## src/verilog/pti_pkg.sv

```systemverilog
// package: constants, pin groups and state record of the host bus interface
package pti_pkg;
  // bus commands
  localparam logic [3:0] CMD_IO_RD = 4'h2;
  localparam logic [3:0] CMD_IO_WR = 4'h3;
  localparam logic [3:0] CMD_MEM_RD = 4'h6;
  localparam logic [3:0] CMD_MEM_WR = 4'h7;
  localparam logic [3:0] CMD_DAC = 4'hD;
  localparam logic [3:0] BE_ALL = 4'h0;
  ////////////////////////////////////////////////////////////////////////////
  // register byte offsets inside the claimed window
  localparam logic [7:0] OFF_STA_END = 8'h06;
  localparam logic [7:0] OFF_IMR_LO = 8'h3C;
  localparam logic [7:0] OFF_IMR_HI = 8'h3D;
  localparam logic [7:0] OFF_ISR_LO = 8'h3E;
  localparam logic [7:0] OFF_ISR_HI = 8'h3F;
  localparam logic [7:0] OFF_EEM = 8'h50;
  localparam logic [7:0] OFF_CFG0 = 8'h51;
  localparam logic [7:0] OFF_CFG1 = 8'h52;
  localparam logic [7:0] OFF_CFG3 = 8'h54;
  localparam logic [7:0] OFF_CFG4 = 8'h55;
  localparam logic [7:0] OFF_CFG5 = 8'h56;
  localparam logic [7:0] OFF_LAT = 8'h5C;
  localparam logic [7:0] OFF_WIDE = 8'h5D;
  localparam logic [7:0] OFF_PHY = 8'h6C;
  localparam logic [7:0] OFF_PMC_LO = 8'hDE;
  localparam logic [7:0] OFF_PMC_HI = 8'hDF;
  localparam logic [7:0] OFF_CCR = 8'hE1;
  ////////////////////////////////////////////////////////////////////////////
  // field positions and write masks
  localparam int EEM_HI_BIT = 7;
  localparam int EEM_LO_BIT = 6;
  localparam int CCR_ENDIAN_BIT = 1;
  localparam int CCR_DAC_BIT = 4;
  localparam int IMR_GIE_BIT = 15;
  localparam int PHY_TBI_BIT = 7;
  localparam int ISR_ABORT_BIT = 8;
  localparam logic [7:0] EEM_WMASK = 8'hC0;
  localparam logic [7:0] CFG1_WMASK = 8'hF3;
  localparam logic [7:0] CFG3_WMASK = 8'h30;
  localparam logic [7:0] CFG4_WMASK = 8'h94;
  localparam logic [7:0] CFG5_WMASK = 8'h03;
  localparam logic [7:0] CCR_WMASK = 8'h12;
  localparam logic [7:0] LAT_RST = 8'h00;
  // timing in bus clocks
  localparam logic [2:0] REQ_TO_FRAME = 3'h2;
  localparam logic [3:0] DEVSEL_WAIT = 4'h8;
  ////////////////////////////////////////////////////////////////////////////
  typedef struct packed {
    logic frame;
    logic irdy;
    logic trdy;
    logic devsel;
    logic stop;
  } pti_ctl_t;
  typedef struct packed {
    logic wr;
    logic [63:0] addr;
    logic [4:0] len;
  } pti_mreq_t;
  typedef enum logic [2:0] {TS_IDLE, TS_DEC, TS_DEV, TS_WT, TS_DATA, TS_WLAT} pti_tstate_t;
  typedef enum logic [2:0] {MS_IDLE, MS_FILL, MS_REQ, MS_ADDR, MS_DATA, MS_ABT} pti_mstate_t;
  typedef struct packed {
    pti_tstate_t tst;
    pti_mstate_t mst;
    pti_ctl_t ctl_o;
    pti_ctl_t ctl_oe_n;
    logic [31:0] ad_o;
    logic ad_oe_n;
    logic [3:0] cbe_o;
    logic cbe_oe_n;
    logic req_n_o;
    logic frame_q;
    logic [7:0] taddr;
    logic twr;
    pti_mreq_t mreq;
    logic dac_pend;
    logic [2:0] mcnt;
    logic [4:0] rem;
    logic [3:0] dcnt;
    logic dev_seen;
    logic [7:0] lt;
    logic mreq_ready;
    logic mdone;
    logic mabort;
    logic [31:0] rdata;
    logic rvalid;
    logic [47:0] sta;
    logic [1:0] eem;
    logic [7:0] cfg1;
    logic [7:0] cfg3;
    logic [7:0] cfg4;
    logic [7:0] cfg5;
    logic [7:0] ccr;
    logic [7:0] lat;
    logic [15:0] interrupt_mask_register;
    logic [15:0] interrupt_status_register;
    logic bus64;
    logic rst_q;
    logic tbi_s1;
    logic tbi_s2;
    logic int_oe_n;
  } pti_state_t;
endpackage
```

## src/verilog/pti_bus_if.sv

```systemverilog
// host bus target/master interface with write-data fifo
//
// Behaviour
// - claim reads only on matching io/mem base
// - devsel driven two clocks after address
// - read data with trdy, then release
// - read burst: stop with trdy until frame
// - claim writes when upper 24 bits match
// - write: irdy sampled, trdy, latch, release
// - write burst: one word, stop until frame
// - request, then frame per grant timing
// - no devsel in eight clocks: master abort
// - master read: irdy after frame, latch data
// - master write: next word after each transfer
// - burst end: frame high, then irdy high
// - master never inserts wait states
// - latency countdown ends burst after grant loss
// - interrupt pin with write-one-clear status
// - mask and global enable gate the pin
// - byte order bit swaps data lanes
// - wide request sampled at reset release
// - optional dual address cycle as master
// - locked config fields need both mode bits
`timescale 1ns/1ps

module pti_fifo #(
  parameter int W = 32,
  parameter int D = 16
) (
  input wire logic sys_clk,
  input wire logic rst,
  input wire logic in_valid,
  output logic in_ready,
  input wire logic [W-1:0] in_data,
  output logic out_valid,
  input wire logic out_ready,
  output logic [W-1:0] out_data,
  output logic [$clog2(D):0] count
);
  localparam int AW = $clog2(D);
  // pointers wrap naturally, so depth must be a power of two
  typedef struct packed {
    logic [AW-1:0] wp;
    logic [AW-1:0] rp;
    logic [AW:0] cnt;
    logic full;
    logic empty;
  } pti_fifo_st_t;
  pti_fifo_st_t st_r;
  pti_fifo_st_t st_nxt;
  logic [W-1:0] mem [D];
  logic push;
  logic pop;

  assign push = in_valid && !st_r.full;
  assign pop = out_ready && !st_r.empty;
  assign in_ready = !st_r.full;
  assign out_valid = !st_r.empty;
  assign out_data = mem[st_r.rp];
  assign count = st_r.cnt;

  always_comb begin
    st_nxt = st_r;
    if (push) begin
      st_nxt.wp = st_r.wp + 1'b1;
    end
    if (pop) begin
      st_nxt.rp = st_r.rp + 1'b1;
    end
    st_nxt.cnt = st_r.cnt + (AW+1)'(push) - (AW+1)'(pop);
    st_nxt.full = st_nxt.cnt == (AW+1)'(D);
    st_nxt.empty = st_nxt.cnt == '0;
  end

  always_ff @(posedge sys_clk) begin
    if (rst) begin
      st_r <= '0;
      st_r.empty <= 1'b1;
    end else begin
      st_r <= st_nxt;
    end
  end

  always_ff @(posedge sys_clk) begin
    if (push) begin
      mem[st_r.wp] <= in_data;
    end
  end
endmodule

////////////////////////////////////////////////////////////////////////////////

module pti_bus_if #(
  parameter logic [7:0] CFG0_VALUE = 8'h00,
  parameter logic [15:0] PMC_VALUE = 16'h0000,
  parameter int FIFO_DEPTH = 16
) (
  input wire logic sys_clk,
  input wire logic rst,
  input wire logic [31:0] ad_i,
  output logic [31:0] ad_o,
  output logic ad_oe_n,
  input wire logic [3:0] cbe_i,
  output logic [3:0] cbe_o,
  output logic cbe_oe_n,
  input wire pti_pkg::pti_ctl_t ctl_i,
  output pti_pkg::pti_ctl_t ctl_o,
  output pti_pkg::pti_ctl_t ctl_oe_n,
  output logic bus_request_n,
  input wire logic bus_grant_n,
  input wire logic wide_request_n,
  output logic interrupt_pin_o,
  output logic interrupt_pin_oe_n,
  input wire logic [23:0] io_base_range,
  input wire logic [23:0] mem_base_range,
  input wire logic [7:0] irq_src,
  input wire logic tbi_mode_pin,
  input wire logic mreq_valid,
  input wire pti_pkg::pti_mreq_t mreq,
  output logic mreq_ready,
  output logic mdone,
  output logic mabort,
  output logic [31:0] rdata,
  output logic rdata_valid,
  input wire logic wdata_valid,
  input wire logic [31:0] wdata,
  output logic wdata_ready
);
  pti_pkg::pti_state_t st_r;
  pti_pkg::pti_state_t st_nxt;
  logic fifo_pop;
  logic fifo_rdy;
  logic [31:0] fifo_data;
  logic [$clog2(FIFO_DEPTH):0] fifo_count;

  // in_ready of the fifo is a flop inside it
  pti_fifo #(.W(32), .D(FIFO_DEPTH)) u_wfifo (
    .sys_clk(sys_clk),
    .rst(rst),
    .in_valid(wdata_valid),
    .in_ready(fifo_rdy),
    .in_data(wdata),
    .out_valid(),
    .out_ready(fifo_pop),
    .out_data(fifo_data),
    .count(fifo_count)
  );

  function automatic logic [31:0] swap32(input logic [31:0] d, input logic en);
    swap32 = en ? {d[7:0], d[15:8], d[23:16], d[31:24]} : d;
  endfunction

  function automatic logic [7:0] rd_byte(input pti_pkg::pti_state_t s, input logic [7:0] o);
    rd_byte = 8'h00;
    if (o < pti_pkg::OFF_STA_END) begin
      rd_byte = s.sta[8*o[2:0] +: 8];
    end
    case (o)
      pti_pkg::OFF_IMR_LO: rd_byte = s.interrupt_mask_register[7:0];
      pti_pkg::OFF_IMR_HI: rd_byte = s.interrupt_mask_register[15:8];
      pti_pkg::OFF_ISR_LO: rd_byte = s.interrupt_status_register[7:0];
      pti_pkg::OFF_ISR_HI: rd_byte = s.interrupt_status_register[15:8];
      pti_pkg::OFF_EEM: rd_byte = {s.eem, 6'h00};
      pti_pkg::OFF_CFG0: rd_byte = CFG0_VALUE;
      pti_pkg::OFF_CFG1: rd_byte = s.cfg1;
      pti_pkg::OFF_CFG3: rd_byte = s.cfg3;
      pti_pkg::OFF_CFG4: rd_byte = s.cfg4;
      pti_pkg::OFF_CFG5: rd_byte = s.cfg5;
      pti_pkg::OFF_LAT: rd_byte = s.lat;
      pti_pkg::OFF_WIDE: rd_byte = {7'h00, s.bus64};
      pti_pkg::OFF_PHY: rd_byte = {s.tbi_s2, 7'h00};
      pti_pkg::OFF_PMC_LO: rd_byte = PMC_VALUE[7:0];
      pti_pkg::OFF_PMC_HI: rd_byte = PMC_VALUE[15:8];
      pti_pkg::OFF_CCR: rd_byte = s.ccr;
      default: ;
    endcase
  endfunction

  function automatic pti_pkg::pti_state_t wr_byte(input pti_pkg::pti_state_t s, input logic [7:0] o,
                                                  input logic [7:0] v);
    logic unlk;
    unlk = &s.eem;
    wr_byte = s;
    if (o < pti_pkg::OFF_STA_END && unlk) begin
      wr_byte.sta[8*o[2:0] +: 8] = v;
    end
    case (o)
      pti_pkg::OFF_IMR_LO: wr_byte.interrupt_mask_register[7:0] = v;
      pti_pkg::OFF_IMR_HI: wr_byte.interrupt_mask_register[15:8] = v;
      pti_pkg::OFF_ISR_LO: wr_byte.interrupt_status_register[7:0] = s.interrupt_status_register[7:0] & ~v;
      pti_pkg::OFF_ISR_HI: wr_byte.interrupt_status_register[15:8] = s.interrupt_status_register[15:8] & ~v;
      pti_pkg::OFF_EEM: wr_byte.eem = v[pti_pkg::EEM_HI_BIT:pti_pkg::EEM_LO_BIT];
      pti_pkg::OFF_CFG1: if (unlk) wr_byte.cfg1 = (s.cfg1 & ~pti_pkg::CFG1_WMASK) | (v & pti_pkg::CFG1_WMASK);
      pti_pkg::OFF_CFG3: if (unlk) wr_byte.cfg3 = (s.cfg3 & ~pti_pkg::CFG3_WMASK) | (v & pti_pkg::CFG3_WMASK);
      pti_pkg::OFF_CFG4: if (unlk) wr_byte.cfg4 = v & pti_pkg::CFG4_WMASK;
      pti_pkg::OFF_CFG5: if (unlk) wr_byte.cfg5 = v & pti_pkg::CFG5_WMASK;
      pti_pkg::OFF_LAT: wr_byte.lat = v;
      pti_pkg::OFF_CCR: wr_byte.ccr = v & pti_pkg::CCR_WMASK;
      default: ;
    endcase
  endfunction

  ////////////////////////////////////////////////////////////////////////////
  logic endian;
  logic hit_io;
  logic hit_mem;
  logic claim;
  logic xfer;
  logic dseen;
  logic abort_ev;
  logic [4:0] rem_n;
  logic [31:0] rd_word;
  logic [31:0] wd;
  logic [3:0] be;

  always_comb begin
    st_nxt = st_r;
    fifo_pop = 1'b0;
    abort_ev = 1'b0;
    xfer = 1'b0;
    dseen = 1'b0;
    rem_n = st_r.rem;
    endian = st_r.ccr[pti_pkg::CCR_ENDIAN_BIT];
    hit_io = ad_i[31:8] == io_base_range;
    hit_mem = ad_i[31:8] == mem_base_range;
    claim = ((cbe_i == pti_pkg::CMD_IO_RD || cbe_i == pti_pkg::CMD_IO_WR) && hit_io) ||
            ((cbe_i == pti_pkg::CMD_MEM_RD || cbe_i == pti_pkg::CMD_MEM_WR) && hit_mem);
    for (int i = 0; i < 4; i++) begin
      rd_word[8*i +: 8] = rd_byte(st_r, {st_r.taddr[7:2], 2'(i)});
    end
    wd = swap32(ad_i, endian);
    be = endian ? {cbe_i[0], cbe_i[1], cbe_i[2], cbe_i[3]} : cbe_i;
    st_nxt.mdone = 1'b0;
    st_nxt.mabort = 1'b0;
    st_nxt.rvalid = 1'b0;
    st_nxt.frame_q = ctl_i.frame;
    st_nxt.tbi_s1 = tbi_mode_pin;
    st_nxt.tbi_s2 = st_r.tbi_s1;
    st_nxt.rst_q = 1'b0;
    if (st_r.rst_q) begin
      st_nxt.bus64 = !wide_request_n;
    end
    // a pin driven high for one clock is floated on the next
    st_nxt.ctl_oe_n = st_r.ctl_oe_n | st_r.ctl_o;
    if (!st_r.ctl_oe_n.stop && !st_r.ctl_o.stop && ctl_i.frame) begin
      st_nxt.ctl_o.stop = 1'b1;
    end

    //////////////////////////////////////////////////////////////////////////
    // master side
    if (st_r.lt != 8'h00) begin
      st_nxt.lt = st_r.lt - 8'h01;
    end
    case (st_r.mst)
      pti_pkg::MS_IDLE: begin
        st_nxt.mreq_ready = 1'b1;
        if (mreq_valid && st_r.mreq_ready) begin
          st_nxt.mreq = mreq;
          st_nxt.mreq_ready = 1'b0;
          st_nxt.mst = pti_pkg::MS_FILL;
        end
      end
      pti_pkg::MS_FILL: begin
        // a write burst waits for its whole payload, as no wait state may follow
        if (!st_r.mreq.wr || fifo_count >= st_r.mreq.len) begin
          st_nxt.req_n_o = 1'b0;
          st_nxt.mcnt = 3'h0;
          st_nxt.mst = pti_pkg::MS_REQ;
        end
      end
      pti_pkg::MS_REQ: begin
        if (st_r.mcnt != 3'h7) begin
          st_nxt.mcnt = st_r.mcnt + 3'h1;
        end
        if (!bus_grant_n && st_r.mcnt >= pti_pkg::REQ_TO_FRAME - 3'h1 && st_r.tst == pti_pkg::TS_IDLE &&
            ctl_i.frame && ctl_i.irdy) begin
          st_nxt.ctl_o.frame = 1'b0;
          st_nxt.ctl_oe_n.frame = 1'b0;
          st_nxt.ad_o = st_r.mreq.addr[31:0];
          st_nxt.ad_oe_n = 1'b0;
          st_nxt.dac_pend = st_r.ccr[pti_pkg::CCR_DAC_BIT] && st_r.mreq.addr[63:32] != 32'h0;
          st_nxt.cbe_o = st_nxt.dac_pend ? pti_pkg::CMD_DAC :
                         (st_r.mreq.wr ? pti_pkg::CMD_MEM_WR : pti_pkg::CMD_MEM_RD);
          st_nxt.cbe_oe_n = 1'b0;
          st_nxt.lt = st_r.lat;
          st_nxt.mst = pti_pkg::MS_ADDR;
        end
      end
      pti_pkg::MS_ADDR: begin
        if (st_r.dac_pend) begin
          st_nxt.dac_pend = 1'b0;
          st_nxt.ad_o = st_r.mreq.addr[63:32];
          st_nxt.cbe_o = st_r.mreq.wr ? pti_pkg::CMD_MEM_WR : pti_pkg::CMD_MEM_RD;
        end else begin
          st_nxt.ctl_o.irdy = 1'b0;
          st_nxt.ctl_oe_n.irdy = 1'b0;
          st_nxt.ctl_o.frame = st_r.mreq.len == 5'h01;
          st_nxt.cbe_o = pti_pkg::BE_ALL;
          st_nxt.ad_oe_n = !st_r.mreq.wr;
          st_nxt.ad_o = swap32(fifo_data, endian);
          fifo_pop = st_r.mreq.wr;
          st_nxt.req_n_o = 1'b1;
          st_nxt.rem = st_r.mreq.len;
          st_nxt.dcnt = 4'h0;
          st_nxt.dev_seen = 1'b0;
          st_nxt.mst = pti_pkg::MS_DATA;
        end
      end
      pti_pkg::MS_DATA: begin
        xfer = !ctl_i.trdy && !ctl_i.devsel;
        dseen = st_r.dev_seen || !ctl_i.devsel;
        st_nxt.dev_seen = dseen;
        if (!ctl_i.stop || (!dseen && st_r.dcnt == pti_pkg::DEVSEL_WAIT - 4'h1)) begin
          if (!st_r.ctl_oe_n.frame && !st_r.ctl_o.frame) begin
            st_nxt.ctl_o.frame = 1'b1;
          end
          st_nxt.ad_oe_n = 1'b1;
          st_nxt.cbe_oe_n = 1'b1;
          abort_ev = 1'b1;
          st_nxt.mst = pti_pkg::MS_ABT;
        end else begin
          if (!dseen) begin
            st_nxt.dcnt = st_r.dcnt + 4'h1;
          end
          if (xfer && !st_r.mreq.wr) begin
            st_nxt.rdata = wd;
            st_nxt.rvalid = 1'b1;
          end
          if (xfer && st_r.rem == 5'h01) begin
            st_nxt.ctl_o.irdy = 1'b1;
            st_nxt.ad_oe_n = 1'b1;
            st_nxt.cbe_oe_n = 1'b1;
            st_nxt.mdone = 1'b1;
            st_nxt.mst = pti_pkg::MS_IDLE;
          end else begin
            if (xfer) begin
              rem_n = st_r.rem - 5'h01;
              st_nxt.ad_o = swap32(fifo_data, endian);
              fifo_pop = st_r.mreq.wr;
            end
            if (rem_n > 5'h01 && st_r.lt == 8'h00 && bus_grant_n) begin
              rem_n = 5'h01;
            end
            st_nxt.rem = rem_n;
            if (rem_n == 5'h01 && !st_r.ctl_o.frame) begin
              st_nxt.ctl_o.frame = 1'b1;
            end
          end
        end
      end
      pti_pkg::MS_ABT: begin
        st_nxt.ctl_o.irdy = 1'b1;
        st_nxt.mabort = 1'b1;
        st_nxt.req_n_o = 1'b1;
        st_nxt.mst = pti_pkg::MS_IDLE;
      end
      default: st_nxt.mst = pti_pkg::MS_IDLE;
    endcase

    //////////////////////////////////////////////////////////////////////////
    // target side, only while this end does not own the bus
    case (st_r.tst)
      pti_pkg::TS_IDLE: begin
        if (st_r.frame_q && !ctl_i.frame && claim && st_r.mst != pti_pkg::MS_ADDR &&
            st_r.mst != pti_pkg::MS_DATA && st_r.mst != pti_pkg::MS_ABT) begin
          st_nxt.taddr = ad_i[7:0];
          st_nxt.twr = cbe_i[0];
          st_nxt.tst = pti_pkg::TS_DEC;
        end
      end
      pti_pkg::TS_DEC: begin
        st_nxt.ctl_o.devsel = 1'b0;
        st_nxt.ctl_oe_n.devsel = 1'b0;
        st_nxt.tst = pti_pkg::TS_DEV;
      end
      pti_pkg::TS_DEV: st_nxt.tst = pti_pkg::TS_WT;
      pti_pkg::TS_WT: begin
        if (!st_r.twr) begin
          st_nxt.ad_o = swap32(rd_word, endian);
          st_nxt.ad_oe_n = 1'b0;
          st_nxt.ctl_o.trdy = 1'b0;
          st_nxt.ctl_oe_n.trdy = 1'b0;
          if (!ctl_i.frame) begin
            st_nxt.ctl_o.stop = 1'b0;
            st_nxt.ctl_oe_n.stop = 1'b0;
          end
        end
        st_nxt.tst = pti_pkg::TS_DATA;
      end
      pti_pkg::TS_DATA: begin
        if (!ctl_i.irdy && !st_r.twr) begin
          st_nxt.ctl_o.trdy = 1'b1;
          st_nxt.ctl_o.devsel = 1'b1;
          st_nxt.ad_oe_n = 1'b1;
          st_nxt.tst = pti_pkg::TS_IDLE;
        end else if (!ctl_i.irdy) begin
          st_nxt.ctl_o.trdy = 1'b0;
          st_nxt.ctl_oe_n.trdy = 1'b0;
          if (!ctl_i.frame) begin
            st_nxt.ctl_o.stop = 1'b0;
            st_nxt.ctl_oe_n.stop = 1'b0;
          end
          st_nxt.tst = pti_pkg::TS_WLAT;
        end
      end
      pti_pkg::TS_WLAT: begin
        for (int i = 0; i < 4; i++) begin
          if (!be[i]) begin
            st_nxt = wr_byte(st_nxt, {st_r.taddr[7:2], 2'(i)}, wd[8*i +: 8]);
          end
        end
        st_nxt.ctl_o.trdy = 1'b1;
        st_nxt.ctl_o.devsel = 1'b1;
        st_nxt.tst = pti_pkg::TS_IDLE;
      end
      default: st_nxt.tst = pti_pkg::TS_IDLE;
    endcase

    // events set after the write-one-clear, so a coincident event survives
    st_nxt.interrupt_status_register[7:0] = st_nxt.interrupt_status_register[7:0] | irq_src;
    st_nxt.interrupt_status_register[pti_pkg::ISR_ABORT_BIT] = st_nxt.interrupt_status_register[pti_pkg::ISR_ABORT_BIT] | abort_ev;
    st_nxt.int_oe_n = !(st_nxt.interrupt_mask_register[pti_pkg::IMR_GIE_BIT] &&
                        |(st_nxt.interrupt_status_register[pti_pkg::IMR_GIE_BIT-1:0] & st_nxt.interrupt_mask_register[pti_pkg::IMR_GIE_BIT-1:0]));
  end

  always_ff @(posedge sys_clk) begin
    if (rst) begin
      st_r <= '0;
      st_r.ctl_o <= '1;
      st_r.ctl_oe_n <= '1;
      st_r.ad_oe_n <= 1'b1;
      st_r.cbe_oe_n <= 1'b1;
      st_r.req_n_o <= 1'b1;
      st_r.frame_q <= 1'b1;
      st_r.rst_q <= 1'b1;
      st_r.int_oe_n <= 1'b1;
      st_r.lat <= pti_pkg::LAT_RST;
    end else begin
      st_r <= st_nxt;
    end
  end

  assign ad_o = st_r.ad_o;
  assign ad_oe_n = st_r.ad_oe_n;
  assign cbe_o = st_r.cbe_o;
  assign cbe_oe_n = st_r.cbe_oe_n;
  assign ctl_o = st_r.ctl_o;
  assign ctl_oe_n = st_r.ctl_oe_n;
  assign bus_request_n = st_r.req_n_o;
  assign interrupt_pin_o = 1'b0;
  assign interrupt_pin_oe_n = st_r.int_oe_n;
  assign mreq_ready = st_r.mreq_ready;
  assign mdone = st_r.mdone;
  assign mabort = st_r.mabort;
  assign rdata = st_r.rdata;
  assign rdata_valid = st_r.rvalid;
  assign wdata_ready = fifo_rdy;

  ////////////////////////////////////////////////////////////////////////////
  chk_devsel_medium: assert property (@(posedge sys_clk) disable iff (rst)
    st_r.tst == pti_pkg::TS_IDLE && st_nxt.tst == pti_pkg::TS_DEC |-> ##2 !ctl_oe_n.devsel && !ctl_o.devsel)
    else $error("devsel not driven two clocks after claimed address");
  chk_read_trdy: assert property (@(posedge sys_clk) disable iff (rst)
    $fell(ctl_o.devsel) && !st_r.twr |-> ##2 !ctl_o.trdy && !ctl_oe_n.trdy && !ad_oe_n)
    else $error("read data not presented two clocks after devsel");
  chk_trdy_release: assert property (@(posedge sys_clk) disable iff (rst)
    st_r.tst == pti_pkg::TS_DATA && !st_r.twr && !ctl_i.irdy |=> ctl_o.trdy && !ctl_oe_n.trdy ##1 ctl_oe_n.trdy)
    else $error("target ready not released high then floated");
  chk_stop_hold: assert property (@(posedge sys_clk) disable iff (rst)
    !ctl_o.stop && !ctl_oe_n.stop && !ctl_i.frame |=> !ctl_o.stop && !ctl_oe_n.stop)
    else $error("stop dropped while frame still asserted");
  chk_write_latch: assert property (@(posedge sys_clk) disable iff (rst)
    st_r.tst == pti_pkg::TS_DATA && st_r.twr && !ctl_i.irdy |=> !ctl_o.trdy ##1 ctl_o.trdy ##1 ctl_oe_n.trdy)
    else $error("write handshake not trdy, release, float");
  chk_grant_frame: assert property (@(posedge sys_clk) disable iff (rst)
    $fell(bus_request_n) ##1 (!bus_grant_n && ctl_i.frame && ctl_i.irdy && st_r.tst == pti_pkg::TS_IDLE)
    |=> !ctl_o.frame && !ctl_oe_n.frame && !ad_oe_n)
    else $error("frame not started two clocks after request");
  chk_abort_seq: assert property (@(posedge sys_clk) disable iff (rst)
    st_r.mst == pti_pkg::MS_ABT |-> ##1 (ctl_o.irdy && !ctl_oe_n.irdy && ctl_oe_n.frame) ##1 ctl_oe_n.irdy)
    else $error("master abort release order wrong");
  chk_devsel_wait: assert property (@(posedge sys_clk) disable iff (rst)
    st_r.mst == pti_pkg::MS_DATA |-> st_r.dcnt < pti_pkg::DEVSEL_WAIT)
    else $error("waited past devsel limit");
  chk_no_wait: assert property (@(posedge sys_clk) disable iff (rst)
    st_r.mst == pti_pkg::MS_DATA |-> !ctl_o.irdy && !ctl_oe_n.irdy)
    else $error("initiator ready deasserted inside data phase");
  chk_int_gate: assert property (@(posedge sys_clk) disable iff (rst)
    !st_r.interrupt_mask_register[pti_pkg::IMR_GIE_BIT] |-> interrupt_pin_oe_n)
    else $error("interrupt pin pulled with global enable clear");
  chk_eem_lock: assert property (@(posedge sys_clk) disable iff (rst)
    st_r.eem != 2'h3 |=> $stable(st_r.sta) && $stable(st_r.cfg4) && $stable(st_r.cfg5))
    else $error("locked configuration field changed");
endmodule

```

## config.mk

```make
export PLATFORM = sky130hd
export DESIGN_NAME = pti_bus_if
export DESIGN_NICKNAME = d
export VERILOG_FILES = /design/src/verilog/pti_pkg.sv /design/src/verilog/pti_bus_if.sv
export SDC_FILE = /design/constraint.sdc
export NUM_CORES = 1
export LEC_CHECK = 0
export ABC_AREA = 1
export BUFFER_PORTS_ARGS = -buffer_cell sky130_fd_sc_hd__buf_2
export CAP_MARGIN = 30
export CORE_UTILIZATION = 60
export DETAILED_ROUTE_END_ITERATION = 6
export PLACE_DENSITY = 0.8
export SETUP_SLACK_MARGIN = 0.5
export SLEW_MARGIN = 30
export SYNTH_ARGS = -nofsm -noshare
export SYNTH_HDL_FRONTEND = slang
export SYNTH_SLANG_ARGS = --single-unit
```

## constraint.sdc

```tcl
create_clock -name sys_clk -period 3.3 [get_ports sys_clk]
set_input_delay 0.66 -clock sys_clk [delete_from_list [all_inputs] [get_ports sys_clk]]
set_output_delay 0.66 -clock sys_clk [all_outputs]
set_load 0.03 [all_outputs]
```

======== Word level (Yosys, flattened, before mapping) ========
Memories as Yosys holds them, arrays and structs flattened. A register that Yosys moved wholly into a read port is not among the register bits.
Index checks and enable logic that the tools add are counted.
operators by class
  add/sub/neg operators ................... 12
  magnitude comparators ................... 7
  equal/unequal tests ..................... 36
  shift-type cells ........................ 12
  mux-type cells .......................... 158
  bitwise operators ....................... 10
  reductions and logical operators ........ 72
operators by type and width
  operator                 number
  $mux 325                 3
  $mux 135                 4
  $mux 263                 1
  $mux 32                  7
  $bwmux 48                4
  $mux 48                  4
  $shift 8x34->48 const A  4
  $shiftx 48x7->8          4
  $shiftx 8x34->48         4
  $mux 8                   21
  $mux 70                  2
  $neg 6->34               4
  $mux 33                  3
  $pmux 33 s3              1
  $pmux 8 s5               2
  $pmux 32 s2              1
  $mux 5                   11
  $mux 1                   49
  $eq 24x24->1             2
  $mux 38                  1
  $mux 34                  1
  $lt 8x3->1 const B       4
  $pmux 8 s4               1
  $reduce_bool 32->1       1
  other kinds (57)         168
storage, ports and cells
  register bits ........................... 343
  RAM bits ................................ 512
  bits of input ports ..................... 206
  output and inout bits ................... 88
  memories kept ........................... 1
memories
  memory       depth  width  rd ports  clocked after memory_dff  wr ports  RTL line          RTL
  u_wfifo.mem  16     32     1         1                         1         pti_bus_if.sv:51  logic [W-1:0] mem [D];

======== Logic depth before layout (Yosys ltp) ========
  depth in word-level cells ............... 41
  gate-level depth with buffers ........... 20
  depth with buffers taken out ............ 20

======== Hierarchy ========
Synthesis repeated with hierarchy kept, for this count alone.
unflattened totals
  cells, all modules ...................... 4659
  area total of the unflattened synthesis .. 39475.4 um^2
modules (own cells, without submodules)
  module      times used  cells an instance  area each (um^2)  sequential area each (um^2)
  pti_fifo    1           2209               22993.3           15755.1
  pti_bus_if  1           2450               16482.1           6366.1

======== Worst setup path after synthesis ========
OpenSTA, ideal clock, no wires.
  kind .................................... input to register
  start point ............................. input port ctl_i[1] (netlist bit)
  end point ............................... register u_wfifo.st_r[1] (netlist bit)
  setup time .............................. 0.114 ns
  arrival time ............................ 2.780 ns
  required time ........................... 3.186 ns
  setup slack ............................. 0.406 ns
  stages on the path ...................... 19
  buffers on the path ..................... 0
  path through ............................ inv_1 nor2_1 nand2_1 nand2_1 inv_1 nand3_1 o32ai_1 nand2_1 inv_1 ha_1 inv_1 ha_1 inv_1 fa_1 nor2_1 a211oi_1 xor2_1 nand2_1 nor2_1
between the ends
  cells in the longest elaborated chain, start to end .. 10
  elaborated cells between the ends (all ways) .. 14
  classes of those cells .................. 1 x add/sub; 1 x eq/ne; 4 x mux; 8 x reduce/logical
RTL lines
  item                   RTL line                              RTL
  start, declared        pti_bus_if.sv:106                     input wire pti_pkg::pti_ctl_t ctl_i,
  $logic_not 1->1 (*)    pti_bus_if.sv:310, pti_bus_if.sv:311
  $logic_or 1x1->1       pti_bus_if.sv:311                     dseen = st_r.dev_seen || !ctl_i.devsel;
  $logic_not 1->1        n/a
  $logic_and 1x1->1      pti_bus_if.sv:313                     if (!ctl_i.stop || (!dseen && st_r.dcnt == pti_pkg::DEVSEL_WAIT - 4'h1)) begin
  $logic_or 1x1->1       pti_bus_if.sv:313
  $mux 1 (*)             pti_bus_if.sv:313
  $pmux 1 s2 (*)         pti_bus_if.sv:254                     case (st_r.mst)
  $logic_and 1x1->1 (*)  pti_bus_if.sv:56                      assign pop = out_ready && !st_r.empty;
  via u_wfifo.pop        pti_bus_if.sv:53                      logic pop;
  $sub 5x1->5 (*)        pti_bus_if.sv:70                      st_nxt.cnt = st_r.cnt + (AW+1)'(push) - (AW+1)'(pop);
  $eq 5x5->1 (*)         pti_bus_if.sv:71                      st_nxt.full = st_nxt.cnt == (AW+1)'(D);
  end signal, assigned   pti_bus_if.sv:80                      st_r <= st_nxt;
  end, declared          pti_bus_if.sv:49                      pti_fifo_st_t st_r;
Mark *: on every way through the listed nets, which the timed path passes. The rest lies on a longest branch.
A chain may end at the register's enable or synchronous reset.

======== Final worst setup path ========
  start point ............................. register st_r[185] (netlist bit)
  end point ............................... register u_wfifo.st_r[1] (netlist bit)
between the ends
  cells in the longest elaborated chain, start to end .. 8
RTL lines
  item                    RTL line           RTL
  start, declared         pti_bus_if.sv:129  pti_pkg::pti_state_t st_r;
  start signal, assigned  pti_bus_if.sv:439  st_r <= st_nxt;
  $eq 5x1->1              pti_bus_if.sv:329  if (xfer && st_r.rem == 5'h01) begin
  $logic_and 1x1->1       pti_bus_if.sv:329
  $mux 1                  pti_bus_if.sv:329
  $mux 1                  pti_bus_if.sv:313
  $pmux 1 s2              pti_bus_if.sv:254
  $logic_and 1x1->1       pti_bus_if.sv:56
  via u_wfifo.pop         pti_bus_if.sv:53
  $sub 5x1->5             pti_bus_if.sv:70
  $eq 5x5->1              pti_bus_if.sv:71
The timed path passes the listed nets, and every way through them passes these cells.

==> impl_metrics.ini <==
[placement]
portBuffers = 292
dp_hpwl_um = 68500
place_congestion = 0.987
numPlacedInstances = 5086

[job]
maxCapViolCount = 0

[timing]
tns_ns = 0
timing.final.crit_share_pct = 83.1
tightest_slew_ns = 1.07
setup_viol = 0
slew_viol_final = 0
holdWs_ns = 0.201
max_slew_margin_pct = 28.5
final_hold_viol_count = 0
fin_crit_ns = 2.74
grt_setup_unrepaired = true
finClkSkew_ns = 0.0327
fmax_mhz = 365

[synth]
ys_warn_count = 0
ys_ff_latch = 849
synth_flop_cell = edfxtp_1
async_flop_share_pct = 0
synth_area_um2 = 38000
netlist_instances = 4180
synth_area_leader_cell = edfxtp_1
synth_edf_count = 512
synth_cell_type_count = 58
yosysTopAreaCellShare_pct = 40.5
ys_seq_area_share_pct = 58.2
synth_area_leaders = edfxtp_1 (40%), dfxtp_1 (18%), nand2_1 (6.3%)
syn_area_per_cell_um2 = 9.09
syn_nets = 4409

[cells_and_area]
nets = 4579
syn2layout_area_growth_pct = 13.3
final_common_cell = nand2_1
final_cell_mix = nand2_1 (635), edfxtp_1 (512), nor2_1 (458), inv_1 (451), nand3_1 (393)
finalNonFillerCells = 5262
utilization_pct = 69.2
drive_above_1_share_pct = 14.5

[pwr]
p_leak_nw = 16.9
vdd_drop_max_mv = 0.383
powerDensity_nw_per_um2 = 589

[clock_network]
cts_buffers = 86
insertion_delay_ns = 0.65
tritoncts = done
cts_max_path_buffers = 3
cts-root-buf = clkbuf_16
clkTransAtPathRegs_ns = 0.06
htreeDepth = 3
cts_sinks = 849

[floorplanning]
die_w_um = 254
initial_utilization_pct = 61.1
rows = 91
die_y_um = 254
die_area_um2 = 64300
core-area_um2 = 62200
pin_count = 294

[grt]
overflow = 0
grt_pass1_wl_um = 164000
grt_antenna_before_repair = 8
grt_pass1_vias = 28100
grt_start_max_net_pins = 204
grt.total_usage_pct = 33.6

[route]
drt_iter0_drc = 4365
wire_per_inst_um = 20.9
drcViolationCount = 0
totalWireLength_um = 110000
ant_nets = 0
vias = 31200
first_pass_iters = 6
drt-vias-per-instance = 5.92

[min_path]
worstHoldPathCells = 2
min_path_type = input pin to flop

[worst_setup_path]
r2r_cells = 19
crit_type = flop to flop
critPathLaunchType = flop
worstPathArrival_ns = 3.31
worstPathRequired_ns = 3.87
path_max_fanout = 3
cp-end-kind = flop

[outcome]
outcome = complete, no violations
-- sequential cells by signal, summed over array words and instances, names as in the netlist, named ones only --
register and flops:
ctl_oe_n 5, rdata 32, mdone 1, bus_request_n 1, interrupt_pin_oe_n 1, cbe_o 4, ad_oe_n 1, st_r 231
ctl_o 5, endian 1, u_wfifo.st_r 10, rdata_valid 1, ad_o 32, mabort 1, u_wfifo.mem 512, cbe_oe_n 1
u_wfifo.count 5, mreq_ready 1
-- critical path, cell delays in order, from the launching register on --
cell and delay (ns):
dfxtp_2 0.33, inv_2 0.07, ha_4 0.13, nand2_2 0.07, nor3_4 0.23, nand2_2 0.10
nand3_2 0.08, o32ai_2 0.07, nand2_1 0.11, inv_2 0.07, ha_4 0.27, inv_2 0.04
ha_4 0.15, inv_2 0.06, fa_2 0.23, nor2_2 0.04, a211oi_2 0.22, xor2_1 0.21
nand2_1 0.09, nor2_1 0.11
-- through the flow --
stage / total power [mW] / instance area, um2 / worst slack [ns]
5_1_grt: 26.1 / 43000 / 0.367
6_report: 25.3 / 43000 / 0.559
2_1_floorplan: 14.3 / 38000 / 0.487
4_1_cts: 25.2 / 42800 / 0.512
3_3_place_gp: 15.3 / 39900 / 0.203
3_5_place_dp: 15.4 / 39900 / 0.178
-- final cells by class --
| cell class | instances | area (um2) |
|---|---|---|
| Tap cell | 837 | 1050 |
| Clock inverter | 44 | 475 |
| Sequential cell | 849 | 22100 |
| Multi-Input combinational cell | 2560 | 12800 |
| Clock buffer | 115 | 2410 |
| Inverter | 472 | 1800 |
| Fill cell | 4653 | 19100 |
| Antenna cell | 4 | 10.0 |
| Timing Repair Buffer | 381 | 2390 |
-- routing by layer --
metal	share of wire, %	up-vias	global-route usage [%]
met1	40	14600	46.5
met5	0.042	-	0
met3	11	315	7.12
met4	4.6	10	16.4
li1	-	14400	-
met2	44	1863	50.2
-- report_power, final --
group          switching (mW)  internal [mW]  leakage (nW)  total [mW]
clock                    4.13           5.86          1.42        9.99
sequential              0.266           11.8          7.36        12.1
combinational            2.22           1.01          8.11        3.23
total                    6.62           18.7          16.9        25.3
-- path summary, 6_finish.rpt --
check,from,to,slack (ns)
max reg2reg,st_r[185],u_wfifo.st_r[1],0.56
max,st_r[185],u_wfifo.st_r[1],0.56
min,wide_request_n,st_r[4],0.20
min reg2reg,st_r[2],st_r[1],0.41
-- kinds of logic after synthesis --
group	share of synthesized area [%]
compound gates	12.2
simple gates	18.8
fa+ha+maj	0.777
flops	58.2
other cells	0.00987
xor+xnor	1.22
buf+inv	8.76
-- synth_stat cells (3+ instances only) --
cell,instances
a211oi_1,17
a21oi_1,263
a22o_1,4
a311oi_1,4
a31oi_1,4
buf_1,35
buf_2,60
buf_4,84
buf_6,4
clkbuf_1,116
clkinv_1,5
dfxtp_1,337
edfxtp_1,512
ha_1,22
inv_1,457
inv_2,8
nand2_1,639
nand2_2,10
nand2_4,5
nand3_1,394
nand3b_1,14
nand4_1,44
nor2_1,476
nor2_2,11
nor2_4,8
nor3_1,23
nor4_1,3
o2111ai_1,3
o211ai_1,96
o21a_1,8
o21ai_0,361
o21ai_1,15
o21ai_2,4
o21bai_1,3
o22ai_1,36
or2_2,18
xnor2_1,28
xor2_1,25
-- repair_timing --
item | in CTS | in global routing
hold buffers | 0 | 0
pin swaps | 0 | 12
gates resized for setup | 3 | 23
setup buffers | 0 | 13
endpoints found under the hold margin | 0 | 0
endpoints found under the setup margin | 3 | 4
Power figures use the tool's default switching activity.
